<file path="src/hdl/reload_timer_pkg.sv">
// Notes on behaviour
// - sixteen-bit up-counter split into two bytes
// - always auto-reload from two reload bytes
// - external select: oscillator divided by eight
// - external select off: prescale bit chooses
// - prescale zero: divide by twelve, one: direct
// - no counter mode, no event pin
// - overflow pulse on its own port; flag on port and bus
// - external input crosses domains safely
package reload_timer_pkg;

  // ----------------------------------------------------------------
  // register addresses
  // ----------------------------------------------------------------
  localparam logic [7:0] ADDR_CONTROL = 8'h91;
  localparam logic [7:0] ADDR_RELOAD_LOW = 8'h92;
  localparam logic [7:0] ADDR_RELOAD_HIGH = 8'h93;
  localparam logic [7:0] ADDR_COUNT_LOW = 8'h94;
  localparam logic [7:0] ADDR_COUNT_HIGH = 8'h95;

  // ----------------------------------------------------------------
  // control field positions
  // ----------------------------------------------------------------
  localparam int BIT_OVERFLOW_FLAG = 7;
  localparam int BIT_RUN_CONTROL = 2;
  localparam int BIT_PRESCALE_SELECT = 1;
  localparam int BIT_EXTERNAL_CLOCK_SELECT = 0;

  // ----------------------------------------------------------------
  // reset values and timing
  // ----------------------------------------------------------------
  localparam logic [7:0] RESET_CONTROL = 8'h00;
  localparam logic [7:0] RESET_BYTE = 8'h00;
  localparam logic [7:0] UNMAPPED_READ = 8'h00;
  localparam int SYS_PRESCALE_DIV = 12;
  localparam int EXT_CLOCK_DIV = 8;

endpackage : reload_timer_pkg

</file>
<file path="src/hdl/auto_reload_timer.sv">
`timescale 1ns/100ps
module auto_reload_timer
  import reload_timer_pkg::*;
#(
  parameter int PRESCALE_DIV = SYS_PRESCALE_DIV,
  parameter int EXT_DIV = EXT_CLOCK_DIV
) (
  // clock and reset
  input wire logic ref_clk,
  input wire logic rst_b,
  // special function register port
  input wire logic [7:0] sfr_addr,
  input wire logic sfr_wr,
  input wire logic sfr_rd,
  input wire logic [7:0] sfr_wdata,
  output logic [7:0] sfr_rdata,
  // external oscillator input
  input wire logic ext_osc,
  // events
  output logic overflow_pulse,
  output logic overflow_flag
);

  // refuse dividers that the 8-bit prescale counters cannot serve
  if (PRESCALE_DIV < 2 || PRESCALE_DIV > 255 ||
      EXT_DIV < 2 || EXT_DIV > 255) begin : g_bad_div
    $error("auto_reload_timer: divider out of range");
  end

  // ----------------------------------------------------------------
  // state
  // ----------------------------------------------------------------
  logic [15:0] count_ff, nxt_count;
  logic [7:0] reload_low_byte_ff, nxt_reload_low_byte;
  logic [7:0] reload_high_byte_ff, nxt_reload_high_byte;
  logic overflow_flag_ff, nxt_overflow_flag;
  logic run_control_ff, nxt_run_control;
  logic prescale_select_ff, nxt_prescale_select;
  logic external_clock_select_ff, nxt_external_clock_select;
  logic [7:0] div12_ff, nxt_div12;
  logic [7:0] div8_ff, nxt_div8;
  logic osc_meta_ff, osc_sync_ff, osc_prev_ff;
  logic overflow_pulse_ff, nxt_overflow_pulse;
  logic [7:0] rdata_ff, nxt_rdata;

  logic wr_ctrl, wr_cnt_lo, wr_cnt_hi, osc_rise, div12_tick, ext_tick, tick, wrap;
  logic [7:0] ctrl_view;

  // ----------------------------------------------------------------
  // oscillator input synchroniser
  // ----------------------------------------------------------------
  always_ff @(posedge ref_clk or negedge rst_b) begin
    if (!rst_b) begin
      osc_meta_ff <= 1'b0;
      osc_sync_ff <= 1'b0;
      osc_prev_ff <= 1'b0;
    end else begin
      osc_meta_ff <= ext_osc;
      osc_sync_ff <= osc_meta_ff;
      osc_prev_ff <= osc_sync_ff;
    end
  end

  assign osc_rise = osc_sync_ff & ~osc_prev_ff;
  assign wr_ctrl = sfr_wr && sfr_addr == ADDR_CONTROL;
  assign wr_cnt_lo = sfr_wr && sfr_addr == ADDR_COUNT_LOW;
  assign wr_cnt_hi = sfr_wr && sfr_addr == ADDR_COUNT_HIGH;
  assign div12_tick = div12_ff == 8'(PRESCALE_DIV - 1);
  assign ext_tick = osc_rise && div8_ff == 8'(EXT_DIV - 1);
  // time base only; nothing counts pin events
  assign tick = external_clock_select_ff ? ext_tick :
                (prescale_select_ff ? 1'b1 : div12_tick);
  assign wrap = run_control_ff && tick && count_ff == 16'hFFFF;
  assign ctrl_view = {overflow_flag_ff, 4'h0, run_control_ff, prescale_select_ff,
                      external_clock_select_ff};

  // ----------------------------------------------------------------
  // next-state logic
  // ----------------------------------------------------------------
  always_comb begin
    nxt_div12 = div12_tick ? 8'h00 : div12_ff + 8'h01;
    nxt_div8 = div8_ff;
    if (osc_rise) begin
      nxt_div8 = (div8_ff == 8'(EXT_DIV - 1)) ? 8'h00 : div8_ff + 8'h01;
    end
    nxt_count = count_ff;
    if (run_control_ff && tick) begin
      nxt_count = wrap ? {reload_high_byte_ff, reload_low_byte_ff} :
                  count_ff + 16'h0001;
    end
    if (wr_cnt_lo) begin
      nxt_count[7:0] = sfr_wdata;
    end
    if (wr_cnt_hi) begin
      nxt_count[15:8] = sfr_wdata;
    end
    nxt_reload_low_byte = reload_low_byte_ff;
    nxt_reload_high_byte = reload_high_byte_ff;
    if (sfr_wr && sfr_addr == ADDR_RELOAD_LOW) begin
      nxt_reload_low_byte = sfr_wdata;
    end
    if (sfr_wr && sfr_addr == ADDR_RELOAD_HIGH) begin
      nxt_reload_high_byte = sfr_wdata;
    end
    nxt_run_control = wr_ctrl ? sfr_wdata[BIT_RUN_CONTROL] : run_control_ff;
    nxt_prescale_select = wr_ctrl ? sfr_wdata[BIT_PRESCALE_SELECT] : prescale_select_ff;
    nxt_external_clock_select = wr_ctrl ? sfr_wdata[BIT_EXTERNAL_CLOCK_SELECT] :
                                external_clock_select_ff;
    // set beats a same-cycle software clear
    nxt_overflow_flag = wrap | (wr_ctrl ? sfr_wdata[BIT_OVERFLOW_FLAG] :
                        overflow_flag_ff);
    nxt_overflow_pulse = wrap;
    nxt_rdata = rdata_ff;
    if (sfr_rd) begin
      case (sfr_addr)
        ADDR_CONTROL: nxt_rdata = ctrl_view;
        ADDR_RELOAD_LOW: nxt_rdata = reload_low_byte_ff;
        ADDR_RELOAD_HIGH: nxt_rdata = reload_high_byte_ff;
        ADDR_COUNT_LOW: nxt_rdata = count_ff[7:0];
        ADDR_COUNT_HIGH: nxt_rdata = count_ff[15:8];
        default: nxt_rdata = UNMAPPED_READ;
      endcase
    end
  end

  // ----------------------------------------------------------------
  // registers
  // ----------------------------------------------------------------
  always_ff @(posedge ref_clk or negedge rst_b) begin
    if (!rst_b) begin
      count_ff <= {RESET_BYTE, RESET_BYTE};
      reload_low_byte_ff <= RESET_BYTE;
      reload_high_byte_ff <= RESET_BYTE;
      overflow_flag_ff <= RESET_CONTROL[BIT_OVERFLOW_FLAG];
      run_control_ff <= RESET_CONTROL[BIT_RUN_CONTROL];
      prescale_select_ff <= RESET_CONTROL[BIT_PRESCALE_SELECT];
      external_clock_select_ff <= RESET_CONTROL[BIT_EXTERNAL_CLOCK_SELECT];
      div12_ff <= 8'h00;
      div8_ff <= 8'h00;
      overflow_pulse_ff <= 1'b0;
      rdata_ff <= 8'h00;
    end else begin
      count_ff <= nxt_count;
      reload_low_byte_ff <= nxt_reload_low_byte;
      reload_high_byte_ff <= nxt_reload_high_byte;
      overflow_flag_ff <= nxt_overflow_flag;
      run_control_ff <= nxt_run_control;
      prescale_select_ff <= nxt_prescale_select;
      external_clock_select_ff <= nxt_external_clock_select;
      div12_ff <= nxt_div12;
      div8_ff <= nxt_div8;
      overflow_pulse_ff <= nxt_overflow_pulse;
      rdata_ff <= nxt_rdata;
    end
  end

  assign sfr_rdata = rdata_ff;
  assign overflow_pulse = overflow_pulse_ff;
  assign overflow_flag = overflow_flag_ff;

  // ----------------------------------------------------------------
  // checks
  // ----------------------------------------------------------------
  logic cnt_wr;
  assign cnt_wr = wr_cnt_lo | wr_cnt_hi;

  a_reload_on_wrap: assert property (@(posedge ref_clk) disable iff (!rst_b)
    (wrap && !cnt_wr && !sfr_wr) |=> count_ff == {$past(reload_high_byte_ff),
    $past(reload_low_byte_ff)})
    else $error("counter not reloaded on wrap");

  a_flag_and_pulse: assert property (@(posedge ref_clk) disable iff (!rst_b)
    wrap |=> overflow_flag_ff && overflow_pulse_ff)
    else $error("overflow flag or pulse wrong");

  a_pulse_only_wrap: assert property (@(posedge ref_clk) disable iff (!rst_b)
    !wrap |=> !overflow_pulse_ff)
    else $error("overflow pulse without wrap");

  a_flag_sticky: assert property (@(posedge ref_clk) disable iff (!rst_b)
    (overflow_flag_ff && !wr_ctrl) |=> overflow_flag_ff)
    else $error("overflow flag cleared by hardware");

  a_stop_holds: assert property (@(posedge ref_clk) disable iff (!rst_b)
    (!run_control_ff && !cnt_wr) |=> $stable(count_ff))
    else $error("counter moved while stopped");

  a_direct_clock: assert property (@(posedge ref_clk) disable iff (!rst_b)
    (run_control_ff && prescale_select_ff && !external_clock_select_ff && !cnt_wr
     && count_ff != 16'hFFFF) |=> count_ff == $past(count_ff) + 16'h0001)
    else $error("direct clock did not count");

  a_div12_period: assert property (@(posedge ref_clk) disable iff (!rst_b)
    div12_tick |-> ##1 !div12_tick [*8] ##1 !div12_tick [*3] ##1 div12_tick)
    else $error("divide by twelve period wrong");

  a_ext_ignores_sys: assert property (@(posedge ref_clk) disable iff (!rst_b)
    (external_clock_select_ff && !ext_tick && !cnt_wr) |=> $stable(count_ff))
    else $error("external mode counted without oscillator tick");

  a_ext_spacing: assert property (@(posedge ref_clk) disable iff (!rst_b)
    ext_tick |=> !ext_tick [*8])
    else $error("oscillator ticks too close");

  a_unused_zero: assert property (@(posedge ref_clk) disable iff (!rst_b)
    (sfr_rd && sfr_addr == ADDR_CONTROL) |=> sfr_rdata[6:3] == 4'h0)
    else $error("unused control bits not zero");

  a_count_step: assert property (@(posedge ref_clk) disable iff (!rst_b)
    (run_control_ff && tick && !wrap && !cnt_wr) |=> count_ff == $past(count_ff) + 16'h0001)
    else $error("counter did not step on tick");

  a_reload_low_write: assert property (@(posedge ref_clk) disable iff (!rst_b)
    (sfr_wr && sfr_addr == ADDR_RELOAD_LOW) |=> reload_low_byte_ff == $past(sfr_wdata))
    else $error("reload low byte not written");

  a_reload_high_write: assert property (@(posedge ref_clk) disable iff (!rst_b)
    (sfr_wr && sfr_addr == ADDR_RELOAD_HIGH) |=> reload_high_byte_ff == $past(sfr_wdata))
    else $error("reload high byte not written");

  a_rdata_holds: assert property (@(posedge ref_clk) disable iff (!rst_b)
    !sfr_rd |=> $stable(sfr_rdata))
    else $error("read data changed without a read");

endmodule : auto_reload_timer

</file>
<file path="config.mk">
export PLATFORM = sky130hd
export DESIGN_NAME = auto_reload_timer
export DESIGN_NICKNAME = d
export VERILOG_FILES = /design/src/hdl/reload_timer_pkg.sv /design/src/hdl/auto_reload_timer.sv
export SDC_FILE = /design/constraint.sdc
export NUM_CORES = 1
export LEC_CHECK = 0
export ABC_AREA = 1
export BUFFER_PORTS_ARGS = -buffer_cell sky130_fd_sc_hd__buf_2
export CORE_MARGIN = 5
export CORE_UTILIZATION = 54
export DETAILED_ROUTE_END_ITERATION = 8
export PLACE_DENSITY_LB_ADDON = 0.1
export SYNTH_ARGS = -nofsm -noshare
export SYNTH_HDL_FRONTEND = slang
export SYNTH_SLANG_ARGS = --single-unit
export TNS_END_PERCENT = 20
</file>
<file path="constraint.sdc">
create_clock -name ref_clk -period 1.5 [get_ports ref_clk]
set_input_delay 0 -clock ref_clk [delete_from_list [all_inputs] [get_ports ref_clk]]
set_output_delay 0 -clock ref_clk [all_outputs]
set_load 0.005 [all_outputs]
</file>
**Word level (Yosys, flattened, before mapping)**

Index checks and enable logic that the tools add are counted.

- Register bits after elaboration: 64
- Bits in latches: 0
- Memory bits (writable): 0
- Bits in read-only memories: 0
- Input bits: 21
- Output and inout bits: 10
- Logic and storage cells: 49
- Memories kept: 0

- $add $sub $neg: 3
- Multipliers: 0
- Divide/modulo/power cells: 0
- Magnitude comparators: 0
- Eq/ne operators: 8
- Shifts and indexed selects: 0
- Muxes and demuxes: 10
- Bitwise logic cells: 3
- Reduce and logical (&&, ||, !) cells: 10

Operators with widths:

| operator | number |
|---|---|
| 8-bit equality test, second input constant | 5 |
| 8-bit case mux with 5 select lines | 1 |
| 16-bit two-way mux | 2 |
| 8-bit two-way mux | 4 |
| 16-bit by 1-bit adder with 16-bit output, second input constant | 1 |
| 8-bit by 1-bit adder with 8-bit output, second input constant | 2 |
| 16-bit equality test, second input constant | 1 |
| 8-bit by 3-bit equality test with 1-bit output, second input constant | 1 |
| 8-bit by 4-bit equality test with 1-bit output, second input constant | 1 |
| 1-bit logical AND | 8 |
| 2-bit nonzero test | 2 |
| 1-bit two-way mux | 3 |
| 1-bit bitwise AND | 1 |
| 1-bit inverter | 1 |
| 1-bit OR | 1 |

**Logic depth before layout (Yosys ltp)**

Gate-level depths: netlist (run 1).

- Word-level depth: 9
- Depth in mapped cells: 11
- Gate-level depth less buffers: 11

**Worst setup path before layout (run 1)**

OpenSTA, ideal clock, no wires.

- Path type: reg2reg
- Start: reg div12_ff[0]
- End: reg count_ff[2]
- Setup time: 0.116 ns
- Data arrival time: 1.472 ns
- Required time: 1.384 ns
- Slack: -0.088 ns
- Stages on the path, launching flop included: 12
- Path buffers: 1
- Period minus slack after synthesis: 1.588 ns
- Path through: dfrtp_1 ha_1 nand3_1 nor2_2 nor2_2 nor2_8 nand2_4 buf_6 nand3_1 nand2_1 inv_2 nand2_1

- Word-level cells in the longest chain between the ends: 8
- Elaborated cells between the ends (all ways): 9
- Those cells by class: eq/ne (1); mux (5); reduce/logical (3)

Ends and longest elaborated chain:

| item | RTL line | source |
|---|---|---|
| from (decl) | auto_reload_timer.sv:40 | `logic [7:0] div12_ff, nxt_div12;` |
| from (signal assigned) | auto_reload_timer.sv:150 | `div12_ff <= nxt_div12;` |
| 8-bit by 4-bit equality test with 1-bit output * | auto_reload_timer.sv:68 | `assign div12_tick = div12_ff == 8'(PRESCALE_DIV - 1);` |
| 1-bit two-way mux * | auto_reload_timer.sv:72 | `(prescale_select_ff ? 1'b1 : div12_tick);` |
| 1-bit two-way mux * | auto_reload_timer.sv:71 | `assign tick = external_clock_select_ff ? ext_tick :` |
| 1-bit logical AND * | auto_reload_timer.sv:73, auto_reload_timer.sv:87 |  |
| 1-bit logical AND | auto_reload_timer.sv:73 | `assign wrap = run_control_ff && tick && count_ff == 16'hFFFF;` |
| 16-bit two-way mux | auto_reload_timer.sv:88 | `nxt_count = wrap ? {reload_high_byte_ff, reload_low_byte_ff} :` |
| 16-bit two-way mux | auto_reload_timer.sv:87 | `if (run_control_ff && tick) begin` |
| 8-bit two-way mux | auto_reload_timer.sv:91 | `if (wr_cnt_lo) begin` |
| to (signal assigned) | auto_reload_timer.sv:131 | `count_ff <= {RESET_BYTE, RESET_BYTE};` |
| to (signal assigned) | auto_reload_timer.sv:143 | `count_ff <= nxt_count;` |
| to (decl) | auto_reload_timer.sv:33 | `logic [15:0] count_ff, nxt_count;` |

Mark *: on every way between the ends. The rest lies on a longest branch, timed or not. The select of a mux whose other input is x is not followed.
A chain may end at the register's enable or synchronous reset.

**Final worst setup path (run 1)**

- Start: reg count_ff[1]
- End: reg count_ff[9]

- Word-level cells in the longest chain between the ends: 5
- Elaborated cells between the ends (all ways): 6
- Those cells by class: add/sub (1); eq/ne (1); mux (3); reduce/logical (1)

Ends and longest elaborated chain:

| item | RTL line | source |
|---|---|---|
| branches (longest 2 deep; another with 16-bit by 1-bit adder with 16-bit output) | n/a |  |
| 16-bit two-way mux * | auto_reload_timer.sv:88 |  |
| 16-bit two-way mux * | auto_reload_timer.sv:87 |  |
| 8-bit two-way mux * | auto_reload_timer.sv:94 | `if (wr_cnt_hi) begin` |

Every way passes the cells marked *. The select of a mux whose other input is x is not followed.

==> impl_metrics.prom, run 1 <==
# TYPE chip_impl_metric gauge
chip_impl_info{name="outcome",value="finished, violations left"} 1
chip_impl_info{name="violations",value="negative setup slack"} 1
chip_impl_metric{name="global_route.usage.met3",unit=""} 0.0625
chip_impl_metric{name="grt_antenna_before_repair",unit=""} 0
chip_impl_metric{name="fp-row-count",unit=""} 30
chip_impl_metric{name="floorplan.initialDensity",unit=""} 0.560
chip_impl_metric{name="die_height",unit="µm"} 94.2
chip_impl_metric{name="layout_worst_path_cycle_share",unit=""} 1.10
chip_impl_metric{name="drtPass1Iterations",unit=""} 5
chip_impl_metric{name="instances_no_fill",unit=""} 732
chip_impl_metric{name="via_count",unit=""} 3766
chip_impl_metric{name="gr-usage-all-layers",unit=""} 0.259
chip_impl_metric{name="htree_num_levels",unit=""} 3
chip_impl_metric{name="period_minus_slack",unit="ns"} 1.66
chip_impl_metric{name="routed_via_density",unit=""} 5.14
chip_impl_info{name="top_usage_layer",value="met2"} 1
chip_impl_info{name="synth_top_cells_by_count",value="175 x sky130_fd_sc_hd__nand2_1, 64 x sky130_fd_sc_hd__dfrtp_1, 56 x sky130_fd_sc_hd__inv_1"} 1
chip_impl_info{name="setup.worst_path.class",value="flop to flop"} 1
chip_impl_metric{name="setup_skew",unit="ns"} 0.00718
chip_impl_metric{name="final-setup-viol-count",unit=""} 18
chip_impl_metric{name="synth.net_count",unit=""} 553
chip_impl_metric{name="cts.sinks",unit=""} 64
chip_impl_metric{name="drt-initial-drc-count",unit=""} 302
chip_impl_metric{name="synth_edf_count",unit=""} 0
chip_impl_info{name="worstSetupEndpointType",value="flop"} 1
chip_impl_info{name="netlist_top_cells_area",value="sky130_fd_sc_hd__dfrtp_1 42%, sky130_fd_sc_hd__nand2_1 17%, sky130_fd_sc_hd__nand3_1 6.0%"} 1
chip_impl_metric{name="drt-wirelength-per-cell",unit="µm"} 14.8
chip_impl_metric{name="largest_net_degree_at_the_start_of_global_routing",unit=""} 65
chip_impl_metric{name="leakage",unit="nW"} 2.66
chip_impl_metric{name="synth.ff_latch_count",unit=""} 64
chip_impl_metric{name="ant_nets",unit=""} 0
chip_impl_metric{name="floorplan.die.width",unit="µm"} 94.2
chip_impl_metric{name="power.density",unit="nW/µm²"} 818
chip_impl_metric{name="critPathRequiredTime",unit="ns"} 1.78
chip_impl_info{name="timing.hold.worst.class",value="input pin to flop"} 1
chip_impl_metric{name="cts_max_path_bufs",unit=""} 2
chip_impl_info{name="synth-main-ff-cell",value="sky130_fd_sc_hd__dfrtp_1"} 1
chip_impl_metric{name="die_area",unit="µm²"} 8870
chip_impl_metric{name="synth-seq-area-share",unit=""} 0.419
chip_impl_metric{name="worst-endpoint-arrival",unit="ns"} 1.94
chip_impl_metric{name="cts.clk_slew.worst_paths",unit="ns"} 0.07
chip_impl_info{name="clockRootBuffer",value="sky130_fd_sc_hd__clkbuf_8"} 1
chip_impl_metric{name="post_synth_num_cell_types",unit=""} 33
chip_impl_metric{name="route.final.wire_length",unit="µm"} 10800
chip_impl_metric{name="timing.max_cap.violations",unit=""} 0
chip_impl_metric{name="grt_first_pass_wirelength",unit="µm"} 17500
chip_impl_metric{name="maxClockFrequency",unit="MHz"} 604
chip_impl_metric{name="syn_avg_cell_area",unit="µm²"} 7.23
chip_impl_metric{name="ioPinCount",unit=""} 31
chip_impl_metric{name="postSynth.asyncResetShare",unit=""} 1.00
chip_impl_metric{name="drive_above_1_share",unit=""} 0.270
chip_impl_metric{name="yosys_warnings",unit=""} 0
chip_impl_metric{name="post-route-util",unit=""} 0.720
chip_impl_metric{name="max_slew.worst_pin.slew",unit="ns"} 0.366
chip_impl_metric{name="antenna-diode-count",unit=""} 0
chip_impl_metric{name="drcViolationCount",unit=""} 0
chip_impl_metric{name="numPortBuffers",unit=""} 30
chip_impl_metric{name="nets",unit=""} 656
chip_impl_metric{name="groute.layer.met1.usage",unit=""} 0.322
chip_impl_metric{name="slew_headroom",unit=""} 0.755
chip_impl_metric{name="worst_slack",unit="ns"} -0.156
chip_impl_info{name="leading_cell_type_by_number_of_instances_after_synthesis",value="sky130_fd_sc_hd__nand2_1"} 1
chip_impl_metric{name="overflow",unit=""} 0
chip_impl_metric{name="gpl.final_weighted_congestion",unit=""} 0.944
chip_impl_metric{name="detailedPlacementHpwl",unit="µm"} 8010
chip_impl_metric{name="synth.cell_area",unit="µm²"} 3830
chip_impl_info{name="synth_top_cell_by_area",value="sky130_fd_sc_hd__dfrtp_1"} 1
chip_impl_metric{name="final-max-slew-violation-count",unit=""} 0
chip_impl_metric{name="coreArea",unit="µm²"} 6830
chip_impl_metric{name="synth_largest_type_area_fraction",unit=""} 0.419
chip_impl_metric{name="worstSkewPairLatency",unit="ns"} 0.35
chip_impl_metric{name="layout-area-overhead-vs-synth",unit="%"} 28.5
chip_impl_metric{name="numPlacedInstances",unit=""} 699
chip_impl_info{name="worstSetupStartpointType",value="flop"} 1
chip_impl_metric{name="netlist_instances",unit=""} 529
chip_impl_metric{name="final_hold_viol_count",unit=""} 0
chip_impl_metric{name="tritoncts_buffer_count",unit=""} 9
chip_impl_info{name="grt_setup_unrepaired",value="true"} 1
chip_impl_metric{name="grt_pass1_vias",unit=""} 3626
chip_impl_metric{name="critical_path_peak_fanout",unit=""} 7
chip_impl_metric{name="ir_drop_worst_vdd",unit="mV"} 0.741
chip_impl_metric{name="globalRouteMet2Util",unit=""} 0.429
chip_impl_info{name="cts_tree",value="yes"} 1
==> final timing paths <==
kind	startpoint	endpoint	slack [ns]	cells after the start
max in group asynchronous	rst_b	count_ff[2]	1.00	3
worst max-delay path	count_ff[1]	count_ff[9]	-0.16	9
worst min register to register	osc_meta_ff	osc_sync_ff	0.37	0
min in group asynchronous	rst_b	div8_ff[4]	0.22	3
worst min-delay path	sfr_rd	sfr_rdata[2]	0.02	3
worst max register to register	count_ff[1]	count_ff[9]	-0.16	9
==> state kept, by name (all words and copies together) (netlist names) <==
name	cells
overflow_flag	1
prescale_select_ff	1
osc_meta_ff	1
osc_prev_ff	1
count_ff	16
osc_sync_ff	1
div12_ff	8
external_clock_select_ff	1
div8_ff	8
overflow_pulse	1
sfr_rdata	8
reload_high_byte_ff	8
reload_low_byte_ff	8
run_control_ff	1
==> kinds of logic (layout without fill, tap and decap cells) <==
family / count (synthesis) / in the layout / synth area share
AOI/OAI and AO/OA: 44 / 44 / 0.0592
adders and majority gates: 3 / 3 / 0.00981
DFF: 64 / 64 / 0.419
and+or+nand+nor: 322 / 323 / 0.389
buffers and inverters: 79 / 185 / 0.0844
xor gates and xnor gates: 17 / 17 / 0.0389
==> worst max-delay path: stages, from the launching register on <==
cell	delay (ns)
sky130_fd_sc_hd__dfrtp_1	0.40
sky130_fd_sc_hd__ha_4	0.17
sky130_fd_sc_hd__nand3_4	0.09
sky130_fd_sc_hd__nor2_4	0.16
sky130_fd_sc_hd__nand3b_4	0.13
sky130_fd_sc_hd__nor2_4	0.23
sky130_fd_sc_hd__nand3_4	0.18
sky130_fd_sc_hd__nand2_2	0.12
sky130_fd_sc_hd__nand2_2	0.06
sky130_fd_sc_hd__nand2_1	0.06
==> per-stage QoR <==
stage	worst slack (ns)	setup TNS, ns	power, W	hold slack (ns)	area, µm²
3_3_place_gp	-0.0908	-1.19	0.00263	0.0429	4450
3_5_place_dp	-0.138	-1.29	0.00265	0.0405	4450
2_1_floorplan	-0.0662	-0.726	0.00230	-0.296	3830
4_1_cts	-0.107	-1.28	0.00402	0.0110	4840
5_1_grt	-0.229	-3.54	0.00422	0.0456	4920
6_report	-0.156	-2.13	0.00403	0.0226	4920
==> cells in the final DEF, fill, tap and decap left out, types with 3 or more instances in the layout <==
master | Yosys | final
sky130_fd_sc_hd__xor2_1 | 12 | 12
sky130_fd_sc_hd__nand2_2 | 1 | 7
sky130_fd_sc_hd__clkinv_1 | 5 | 5
sky130_fd_sc_hd__dlygate4sd3_1 | 0 | 10
sky130_fd_sc_hd__nand3_2 | 6 | 6
sky130_fd_sc_hd__a21oi_1 | 3 | 3
sky130_fd_sc_hd__nor2_4 | 2 | 4
sky130_fd_sc_hd__buf_4 | 0 | 56
sky130_fd_sc_hd__nand3_4 | 1 | 5
sky130_fd_sc_hd__nand3_1 | 46 | 43
sky130_fd_sc_hd__inv_1 | 56 | 56
sky130_fd_sc_hd__o21ai_0 | 32 | 32
sky130_fd_sc_hd__clkbuf_8 | 0 | 11
sky130_fd_sc_hd__nor2_2 | 20 | 24
sky130_fd_sc_hd__nor2_1 | 43 | 37
sky130_fd_sc_hd__nand4_1 | 5 | 5
sky130_fd_sc_hd__buf_2 | 3 | 30
sky130_fd_sc_hd__nor3_2 | 2 | 5
sky130_fd_sc_hd__nor3_1 | 13 | 10
sky130_fd_sc_hd__inv_2 | 10 | 10
sky130_fd_sc_hd__dfrtp_1 | 64 | 64
sky130_fd_sc_hd__nand2_1 | 175 | 169
sky130_fd_sc_hd__xnor2_1 | 5 | 5
sky130_fd_sc_hd__o21ai_1 | 6 | 6
==> cell type report <==
class	instances	area, µm²
fill	567	1910
tap	96	120
clock buffer	12	155
clock inverter	3	17.5
inverter	71	267
timing repair buffer	99	722
multi-input combinational	387	2040
sequential	64	1600
==> layer usage <==
layer	vias up	share of wire
met5	-	0
met4	0	0.034
met3	27	0.065
met2	134	0.48
met1	1748	0.43
li1	1857	-
==> report_power, final <==
group	internal (W)	switching, W	leakage, nW
registers	0.00186	0.000115	0.859
logic	0.000331	0.000400	1.72
clock network	0.000675	0.000647	0.0882
==> repair_timing <==
item / in CTS / in global routing
hold endpoints to repair: 77 / 0
pin swaps: 9 / 13
gates cloned: 1 / 0
hold buffers: 10 / 0
setup endpoints to repair: 18 / 19
gates resized for setup: 13 / 15
setup buffers: 4 / 3
Note: power is estimated with default switching activity, not from simulation.
==> inputs of run 2 (changes only) <==
--- a/config.mk
+++ b/config.mk
@@ -10,7 +10,7 @@
 export CORE_MARGIN = 5
 export CORE_UTILIZATION = 54
 export DETAILED_ROUTE_END_ITERATION = 8
-export PLACE_DENSITY_LB_ADDON = 0.1
+export PLACE_DENSITY = 0.79
 export SYNTH_ARGS = -nofsm -noshare
 export SYNTH_HDL_FRONTEND = slang
 export SYNTH_SLANG_ARGS = --single-unit
==> run 2 against run 1 <==
  * Power up 13%
  * Highest routed layer unchanged
  * Sequential cell count unchanged
  * Largest power group unchanged
  * The flow still finishes with violations (negative setup slack)
  * Final cell count up 0.14%
  * Maximum frequency up 1.6%
==> impl_metrics.prom, run 2 (synthesis gave the netlist of run 1 again) <==
# TYPE chip_impl_metric gauge
chip_impl_info{name="outcome",value="finished, violations left"} 1
chip_impl_info{name="violations",value="negative setup slack"} 1
chip_impl_metric{name="worst_slack",unit="ns"} -0.131
chip_impl_metric{name="ioPinCount",unit=""} 31
chip_impl_metric{name="sequential_power_share",unit=""} 0.433
chip_impl_metric{name="grt_antenna_before_repair",unit=""} 0
chip_impl_metric{name="num-fill-cells",unit=""} 528
chip_impl_info{name="clockRootBuffer",value="sky130_fd_sc_hd__clkbuf_8"} 1
chip_impl_metric{name="timing.max_cap.violations",unit=""} 0
chip_impl_metric{name="setup_skew",unit="ns"} 0.0110
chip_impl_metric{name="post-place-ws",unit="ns"} -0.139
chip_impl_info{name="largest-register",value="count_ff"} 1
chip_impl_info{name="timing.hold.worst.class",value="input pin to flop"} 1
chip_impl_metric{name="internal_power_summed_over_all_cells",unit="W"} 0.00334
chip_impl_metric{name="power.density",unit="nW/µm²"} 890
chip_impl_metric{name="clockPowerShare",unit=""} 0.404
chip_impl_metric{name="grt_pass1_vias",unit=""} 3879
chip_impl_metric{name="final-max-slew-violation-count",unit=""} 0
chip_impl_metric{name="worstSkewPairLatency",unit="ns"} 0.35
chip_impl_metric{name="cts.sinks",unit=""} 64
chip_impl_metric{name="layout_worst_path_cycle_share",unit=""} 1.09
chip_impl_info{name="worstSetupStartpointType",value="flop"} 1
chip_impl_metric{name="die_height",unit="µm"} 94.2
chip_impl_metric{name="combinationalPowerShare",unit=""} 0.163
chip_impl_metric{name="routed_via_density",unit=""} 5.35
chip_impl_metric{name="grt_first_pass_wirelength",unit="µm"} 18200
chip_impl_metric{name="coreArea",unit="µm²"} 6830
chip_impl_metric{name="largest_net_degree_at_the_start_of_global_routing",unit=""} 65
chip_impl_metric{name="floorplan.initialDensity",unit=""} 0.560
chip_impl_metric{name="tritoncts_buffer_count",unit=""} 9
chip_impl_metric{name="drcViolationCount",unit=""} 0
chip_impl_info{name="worstSetupEndpointType",value="flop"} 1
chip_impl_metric{name="drt-wirelength-per-cell",unit="µm"} 15.6
chip_impl_metric{name="period_minus_slack",unit="ns"} 1.63
chip_impl_metric{name="numPortBuffers",unit=""} 30
chip_impl_metric{name="worstRegToRegCells",unit=""} 9
chip_impl_metric{name="nets",unit=""} 656
chip_impl_metric{name="floorplan.die.width",unit="µm"} 94.2
chip_impl_info{name="setup.worst_path.class",value="flop to flop"} 1
chip_impl_metric{name="final-setup-viol-count",unit=""} 18
chip_impl_info{name="grt_setup_unrepaired",value="true"} 1
chip_impl_metric{name="drt-initial-drc-count",unit=""} 301
chip_impl_metric{name="largest_register_ff_count",unit=""} 16
chip_impl_metric{name="ant_nets",unit=""} 0
chip_impl_metric{name="cts.clk_slew.worst_paths",unit="ns"} 0.08
chip_impl_metric{name="worst-endpoint-arrival",unit="ns"} 1.92
chip_impl_metric{name="via_count",unit=""} 3924
chip_impl_metric{name="regToRegSetupSlack",unit="ns"} -0.13
chip_impl_metric{name="maxClockFrequency",unit="MHz"} 613
chip_impl_info{name="cts_tree",value="yes"} 1
chip_impl_info{name="hold_path_startpoint",value="sfr_wdata[0]"} 1
chip_impl_metric{name="cts_max_path_bufs",unit=""} 2
chip_impl_metric{name="ir_drop_worst_vdd",unit="mV"} 0.619
chip_impl_metric{name="overflow",unit=""} 0
chip_impl_metric{name="drive_above_1_share",unit=""} 0.294
chip_impl_info{name="worst_r2r_end",value="count_ff[2]"} 1
chip_impl_metric{name="fp-row-count",unit=""} 30
chip_impl_metric{name="critical_path_peak_fanout",unit=""} 8
chip_impl_metric{name="route.final.wire_length",unit="µm"} 11400
chip_impl_info{name="min_to",value="count_ff[0]"} 1
chip_impl_metric{name="htree_num_levels",unit=""} 3
chip_impl_info{name="layout_commonest_cell",value="sky130_fd_sc_hd__nand2_1"} 1
chip_impl_metric{name="drtPass1Iterations",unit=""} 6
chip_impl_metric{name="leakage",unit="nW"} 2.70
chip_impl_metric{name="gpl.final_weighted_congestion",unit=""} 0.969
chip_impl_metric{name="timing.setup.tns",unit="ns"} -1.60
chip_impl_metric{name="max_slew.worst_pin.slew",unit="ns"} 0.419
chip_impl_metric{name="slew_headroom",unit=""} 0.720
chip_impl_metric{name="critPathRequiredTime",unit="ns"} 1.79
chip_impl_info{name="mostFrequentLayoutCells",value="164 x sky130_fd_sc_hd__nand2_1, 64 x sky130_fd_sc_hd__dfrtp_1, 55 x sky130_fd_sc_hd__inv_1, 55 x sky130_fd_sc_hd__buf_4, 44 x sky130_fd_sc_hd__nand3_1"} 1
chip_impl_metric{name="die_area",unit="µm²"} 8870
chip_impl_metric{name="layout-area-overhead-vs-synth",unit="%"} 33.4
chip_impl_metric{name="antenna-diode-count",unit=""} 0
chip_impl_metric{name="power.net_switching",unit="W"} 0.00121
chip_impl_metric{name="worst_hold_path.num_cells",unit=""} 5
chip_impl_metric{name="gr-usage-all-layers",unit=""} 0.270
chip_impl_metric{name="detailedPlacementHpwl",unit="µm"} 7820
chip_impl_metric{name="seq_area",unit="µm²"} 1600
chip_impl_metric{name="final_hold_viol_count",unit=""} 0
chip_impl_metric{name="p_sw_frac",unit=""} 0.266
chip_impl_metric{name="footprint_of_the_multi_input_gates",unit="µm²"} 2130
chip_impl_info{name="regToRegStartpoint",value="div12_ff[1]"} 1
run 2: changes by cell type in the layout (fill, tap and decap cells not counted), sizes merged:
cell         delta
buf             +1
nand3           -1
clkbuf          -1
nand2           +1
dlygate4sd3     -1
bufinv          +3
clkinvlp        -1
run 2: timing repair:
item,in CTS,in global routing
hold buffers,9,0
gates resized for setup,25,30
endpoints found under the hold margin,80,0
endpoints found under the setup margin,17,20
pin swaps,19,14
cloned,1,0
buffers inserted,7,2
run 2: through the flow:
step / utilization / area [µm²] / instances / hold slack, ns / total power (W)
floorplan: - / 3830 / 529 / -0.296 / 0.00230
global placement: 0.651 / 4450 / 698 / 0.0378 / 0.00262
detailed placement: 0.651 / 4450 / 698 / 0.0399 / 0.00265
CTS: 0.725 / 4950 / 731 / 0.00617 / 0.00451
global route: 0.747 / 5100 / 733 / 0.0353 / 0.00473
finish: 0.747 / 5100 / 733 / 0.0183 / 0.00454
run 2: final cells by class:
type / instances / area share
Inverter: 71 / 0.0527
Sequential cell: 64 / 0.314
Multi-Input combinational cell: 387 / 0.418
Clock inverter: 5 / 0.0203
Timing Repair Buffer: 99 / 0.144
Clock buffer: 11 / 0.0277
Tap cell: 96 / 0.0235
run 2: worst max path at each step:
stage | from | to | slack, ns | cells after the start
final | div12_ff[1] | count_ff[2] | -0.13 | 9
after global routing | div12_ff[0] | count_ff[2] | -0.24 | 9
after CTS | count_ff[1] | count_ff[5] | -0.10 | 10
after detailed placement | count_ff[0] | count_ff[14] | -0.14 | 10
after global placement | count_ff[0] | count_ff[14] | -0.09 | 10
after floorplan | count_ff[0] | count_ff[0] | -0.07 | 11
run 2: power by group through the flow:
| stage | registers [W] | logic [W] | clock network (W) |
|---|---|---|---|
| 6_report | 0.00197 | 0.000740 | 0.00183 |
| 5_1_grt | 0.00199 | 0.000830 | 0.00191 |
| 4_1_cts | 0.00196 | 0.000707 | 0.00185 |
| 3_5_place_dp | 0.00199 | 0.000661 | 0 |
| 3_3_place_gp | 0.00198 | 0.000636 | 0 |
| 2_1_floorplan | 0.00199 | 0.000304 | 0 |
run 2: critical path, cell delays in order (launching register included):
cell,delay [ns]
sky130_fd_sc_hd__dfrtp_1,0.40
sky130_fd_sc_hd__ha_4,0.17
sky130_fd_sc_hd__nand3_4,0.07
sky130_fd_sc_hd__nor2_4,0.14
sky130_fd_sc_hd__nor2_4,0.06
sky130_fd_sc_hd__nor2_8,0.21
sky130_fd_sc_hd__nand3_4,0.22
sky130_fd_sc_hd__nor2_4,0.16
sky130_fd_sc_hd__nand2_1,0.07
sky130_fd_sc_hd__nand2_1,0.06
run 2: metal layers:
metal | share of wire | track usage | vias to the layer above
met5 | 0 | 0 | -
met4 | 0.050 | 0.160 | 0
met3 | 0.076 | 0.0585 | 51
met2 | 0.48 | 0.440 | 185
met1 | 0.39 | 0.325 | 1827
li1 | - | - | 1861
==> inputs of run 3 (changes only) <==
--- a/config.mk
+++ b/config.mk
@@ -7,10 +7,12 @@
 export LEC_CHECK = 0
 export ABC_AREA = 1
 export BUFFER_PORTS_ARGS = -buffer_cell sky130_fd_sc_hd__buf_2
+export CAP_MARGIN = 0
 export CORE_MARGIN = 5
-export CORE_UTILIZATION = 54
+export CORE_UTILIZATION = 60
 export DETAILED_ROUTE_END_ITERATION = 8
-export PLACE_DENSITY = 0.79
+export PLACE_DENSITY = 0.83
+export SLEW_MARGIN = 30
 export SYNTH_ARGS = -nofsm -noshare
 export SYNTH_HDL_FRONTEND = slang
 export SYNTH_SLANG_ARGS = --single-unit
==> constraint.sdc (replaced) <==
create_clock -name ref_clk -period 1.8 [get_ports ref_clk]
set_input_delay 0 -clock ref_clk [delete_from_list [all_inputs] [get_ports ref_clk]]
set_output_delay 0 -clock ref_clk [all_outputs]
set_load 0.005 [all_outputs]
==> run 3 against run 2 <==
  * The flow now finishes without violations
  * Final cell count fell by 8.6%
  * Core utilization down 2.7 points
  * Wire length is 11% lower
  * Register-to-register slack improved by 0.21 ns
  * Global-route usage down 1.8 points
  * Critical path depth is 1 higher
  * Largest cell class unchanged
  * Largest power group unchanged
==> impl_metrics.prom, run 3 (synthesis gave the netlist of run 1 again) <==
# TYPE chip_impl_metric gauge
chip_impl_metric{name="gpl.final_weighted_congestion",unit=""} 1.01
chip_impl_info{name="outcome",value="finished, final reports clean"} 1
chip_impl_metric{name="tritoncts_buffer_count",unit=""} 9
chip_impl_metric{name="critical_path_peak_fanout",unit=""} 8
chip_impl_metric{name="die_height",unit="µm"} 89.9
chip_impl_metric{name="finalPower",unit="W"} 0.00321
chip_impl_metric{name="grt_first_pass_wirelength",unit="µm"} 16700
chip_impl_info{name="mostFrequentLayoutCells",value="175 x sky130_fd_sc_hd__nand2_1, 62 x sky130_fd_sc_hd__dfrtp_1, 56 x sky130_fd_sc_hd__inv_1, 46 x sky130_fd_sc_hd__nand3_1, 38 x sky130_fd_sc_hd__nor2_1"} 1
chip_impl_metric{name="final-max-slew-violation-count",unit=""} 0
chip_impl_info{name="worstSetupStartpointType",value="flop"} 1
chip_impl_metric{name="cpPeakStageDelay",unit="ns"} 0.42
chip_impl_info{name="clockRootBuffer",value="sky130_fd_sc_hd__clkbuf_8"} 1
chip_impl_metric{name="period_minus_slack",unit="ns"} 1.72
chip_impl_metric{name="worst-path-buf-inv",unit=""} 1
chip_impl_info{name="worstSetupEndpointType",value="flop"} 1
chip_impl_metric{name="final-setup-viol-count",unit=""} 0
chip_impl_metric{name="cts.clk_slew.worst_paths",unit="ns"} 0.07
chip_impl_metric{name="largest_net_degree_at_the_start_of_global_routing",unit=""} 28
chip_impl_metric{name="drcViolationCount",unit=""} 0
chip_impl_metric{name="ioPinCount",unit=""} 31
chip_impl_metric{name="setup_skew",unit="ns"} 0.0106
chip_impl_metric{name="ir_drop_worst_vdd",unit="mV"} 0.531
chip_impl_metric{name="detailedPlacementHpwl",unit="µm"} 7530
chip_impl_info{name="layout_commonest_cell",value="sky130_fd_sc_hd__nand2_1"} 1
chip_impl_metric{name="layout_worst_path_cycle_share",unit=""} 0.958
chip_impl_metric{name="cts_max_path_bufs",unit=""} 2
chip_impl_metric{name="antenna-diode-count",unit=""} 0
chip_impl_metric{name="worstSkewPairLatency",unit="ns"} 0.35
chip_impl_metric{name="grt_antenna_before_repair",unit=""} 0
chip_impl_metric{name="via_count",unit=""} 3681
chip_impl_metric{name="gr-usage-all-layers",unit=""} 0.252
chip_impl_info{name="timing.hold.worst.class",value="input pin to flop"} 1
chip_impl_metric{name="drive_above_1_share",unit=""} 0.201
chip_impl_metric{name="route.final.wire_length",unit="µm"} 10100
chip_impl_metric{name="critPathRequiredTime",unit="ns"} 2.08
chip_impl_metric{name="grt_pass1_vias",unit=""} 3446
chip_impl_info{name="worst_path_dominant_cell_family",value="simple AND/OR/NAND/NOR gates"} 1
chip_impl_metric{name="final_hold_viol_count",unit=""} 0
chip_impl_metric{name="layout-area-overhead-vs-synth",unit="%"} 18.1
chip_impl_metric{name="leakage",unit="nW"} 2.41
chip_impl_metric{name="slew_headroom",unit=""} 0.600
chip_impl_metric{name="routed_via_density",unit=""} 5.49
chip_impl_metric{name="drt-initial-drc-count",unit=""} 416
chip_impl_info{name="critical_path.slowest_cell",value="sky130_fd_sc_hd__dfrtp_2"} 1
chip_impl_metric{name="ant_nets",unit=""} 0
chip_impl_metric{name="regToRegSetupSlack",unit="ns"} 0.08
chip_impl_metric{name="max_slew.worst_pin.slew",unit="ns"} 0.600
chip_impl_metric{name="worst-endpoint-arrival",unit="ns"} 2.01
chip_impl_info{name="critical-path-top-cell-by-count",value="sky130_fd_sc_hd__nand2_1"} 1
chip_impl_metric{name="floorplan.die.width",unit="µm"} 89.9
chip_impl_metric{name="largest_register_ff_count",unit=""} 16
chip_impl_metric{name="timing.max_cap.violations",unit=""} 0
chip_impl_metric{name="timing.setup.tns",unit="ns"} 0
chip_impl_info{name="cts_tree",value="yes"} 1
chip_impl_metric{name="die_area",unit="µm²"} 8070
chip_impl_metric{name="numPortBuffers",unit=""} 30
chip_impl_metric{name="floorplan.initialDensity",unit=""} 0.610
chip_impl_metric{name="nets",unit=""} 613
chip_impl_info{name="largest-register",value="count_ff"} 1
chip_impl_metric{name="coreArea",unit="µm²"} 6280
chip_impl_metric{name="fp-row-count",unit=""} 29
chip_impl_metric{name="drtPass1Iterations",unit=""} 5
chip_impl_metric{name="htree_num_levels",unit=""} 3
chip_impl_info{name="setup.worst_path.class",value="flop to flop"} 1
chip_impl_metric{name="drt-wirelength-per-cell",unit="µm"} 15.1
chip_impl_metric{name="cts.sinks",unit=""} 64
chip_impl_metric{name="power.density",unit="nW/µm²"} 711
chip_impl_metric{name="maxClockFrequency",unit="MHz"} 580
chip_impl_info{name="cp_cell_sequence",value="ha_4 > nand3_2 > nor2_4 > nand3b_4 > nor2_4 > nand3_4 > buf_4 > nand2_1 > nand2_1 > nand2_1"} 1
chip_impl_metric{name="overflow",unit=""} 0
## run 3: worst register-to-register path: stages (launching register included)
cell and delay (ns):
sky130_fd_sc_hd__dfrtp_2 0.42, sky130_fd_sc_hd__ha_4 0.17, sky130_fd_sc_hd__nand3_2 0.12, sky130_fd_sc_hd__nor2_4 0.17, sky130_fd_sc_hd__nand3b_4 0.12, sky130_fd_sc_hd__nor2_4 0.13
sky130_fd_sc_hd__nand3_4 0.15, sky130_fd_sc_hd__buf_4 0.20, sky130_fd_sc_hd__nand2_1 0.06, sky130_fd_sc_hd__nand2_1 0.05, sky130_fd_sc_hd__nand2_1 0.07
## run 3: cell type report
type	count	area [µm²]
flip-flops and latches	64	1600
clock buffers	10	138
clock inverters	5	33.8
fillers	510	1760
multi-input cells	386	1980
repair buffers	57	403
well taps	77	96.3
inverters	71	267
## run 3: repair_timing
item	CTS	global route
hold endpoints to repair	49	0
setup endpoints to repair	0	16
resized for setup	0	18
hold buffers	10	0
setup buffers	0	7
## run 3: stage by stage
stage	hold slack, ns	instances	util	setup WS, ns	cell area [µm²]
after CTS	0.00630	663	0.697	0.0849	4380
after floorplan	-0.296	529	-	0.212	3830
after global placement	0.0253	638	0.654	0.160	4100
final	0.0276	670	0.720	0.0763	4520
after global routing	0.0491	670	0.720	-0.0110	4520
after detailed placement	0.0337	638	0.654	0.0953	4100
## run 3: report_power, final
group	switching, W	internal [W]	leakage [nW]
registers	0.000126	0.00155	0.856
logic	0.000259	0.000178	1.47
clock network	0.000575	0.000526	0.0841
## run 3: worst paths after layout
kind / to / cells after the start / start
setup / recovery: count_ff[1] / 10 / count_ff[1]
hold / removal: sfr_rdata[6] / 3 / sfr_rd
setup reg to reg: count_ff[1] / 10 / count_ff[1]
hold reg to reg: osc_sync_ff / 0 / osc_meta_ff
max in group asynchronous: count_ff[3] / 3 / rst_b
min in group asynchronous: external_clock_select_ff / 2 / rst_b
## run 3: per-layer routing
metal	part of all wire	routed length [µm]	vias up	GRT usage
met5	0	0	-	0
met4	0.037	376	0	0.105
met3	0.080	816	34	0.0551
met2	0.47	4780	177	0.391
met1	0.41	4170	1696	0.340
li1	-	-	1774	-
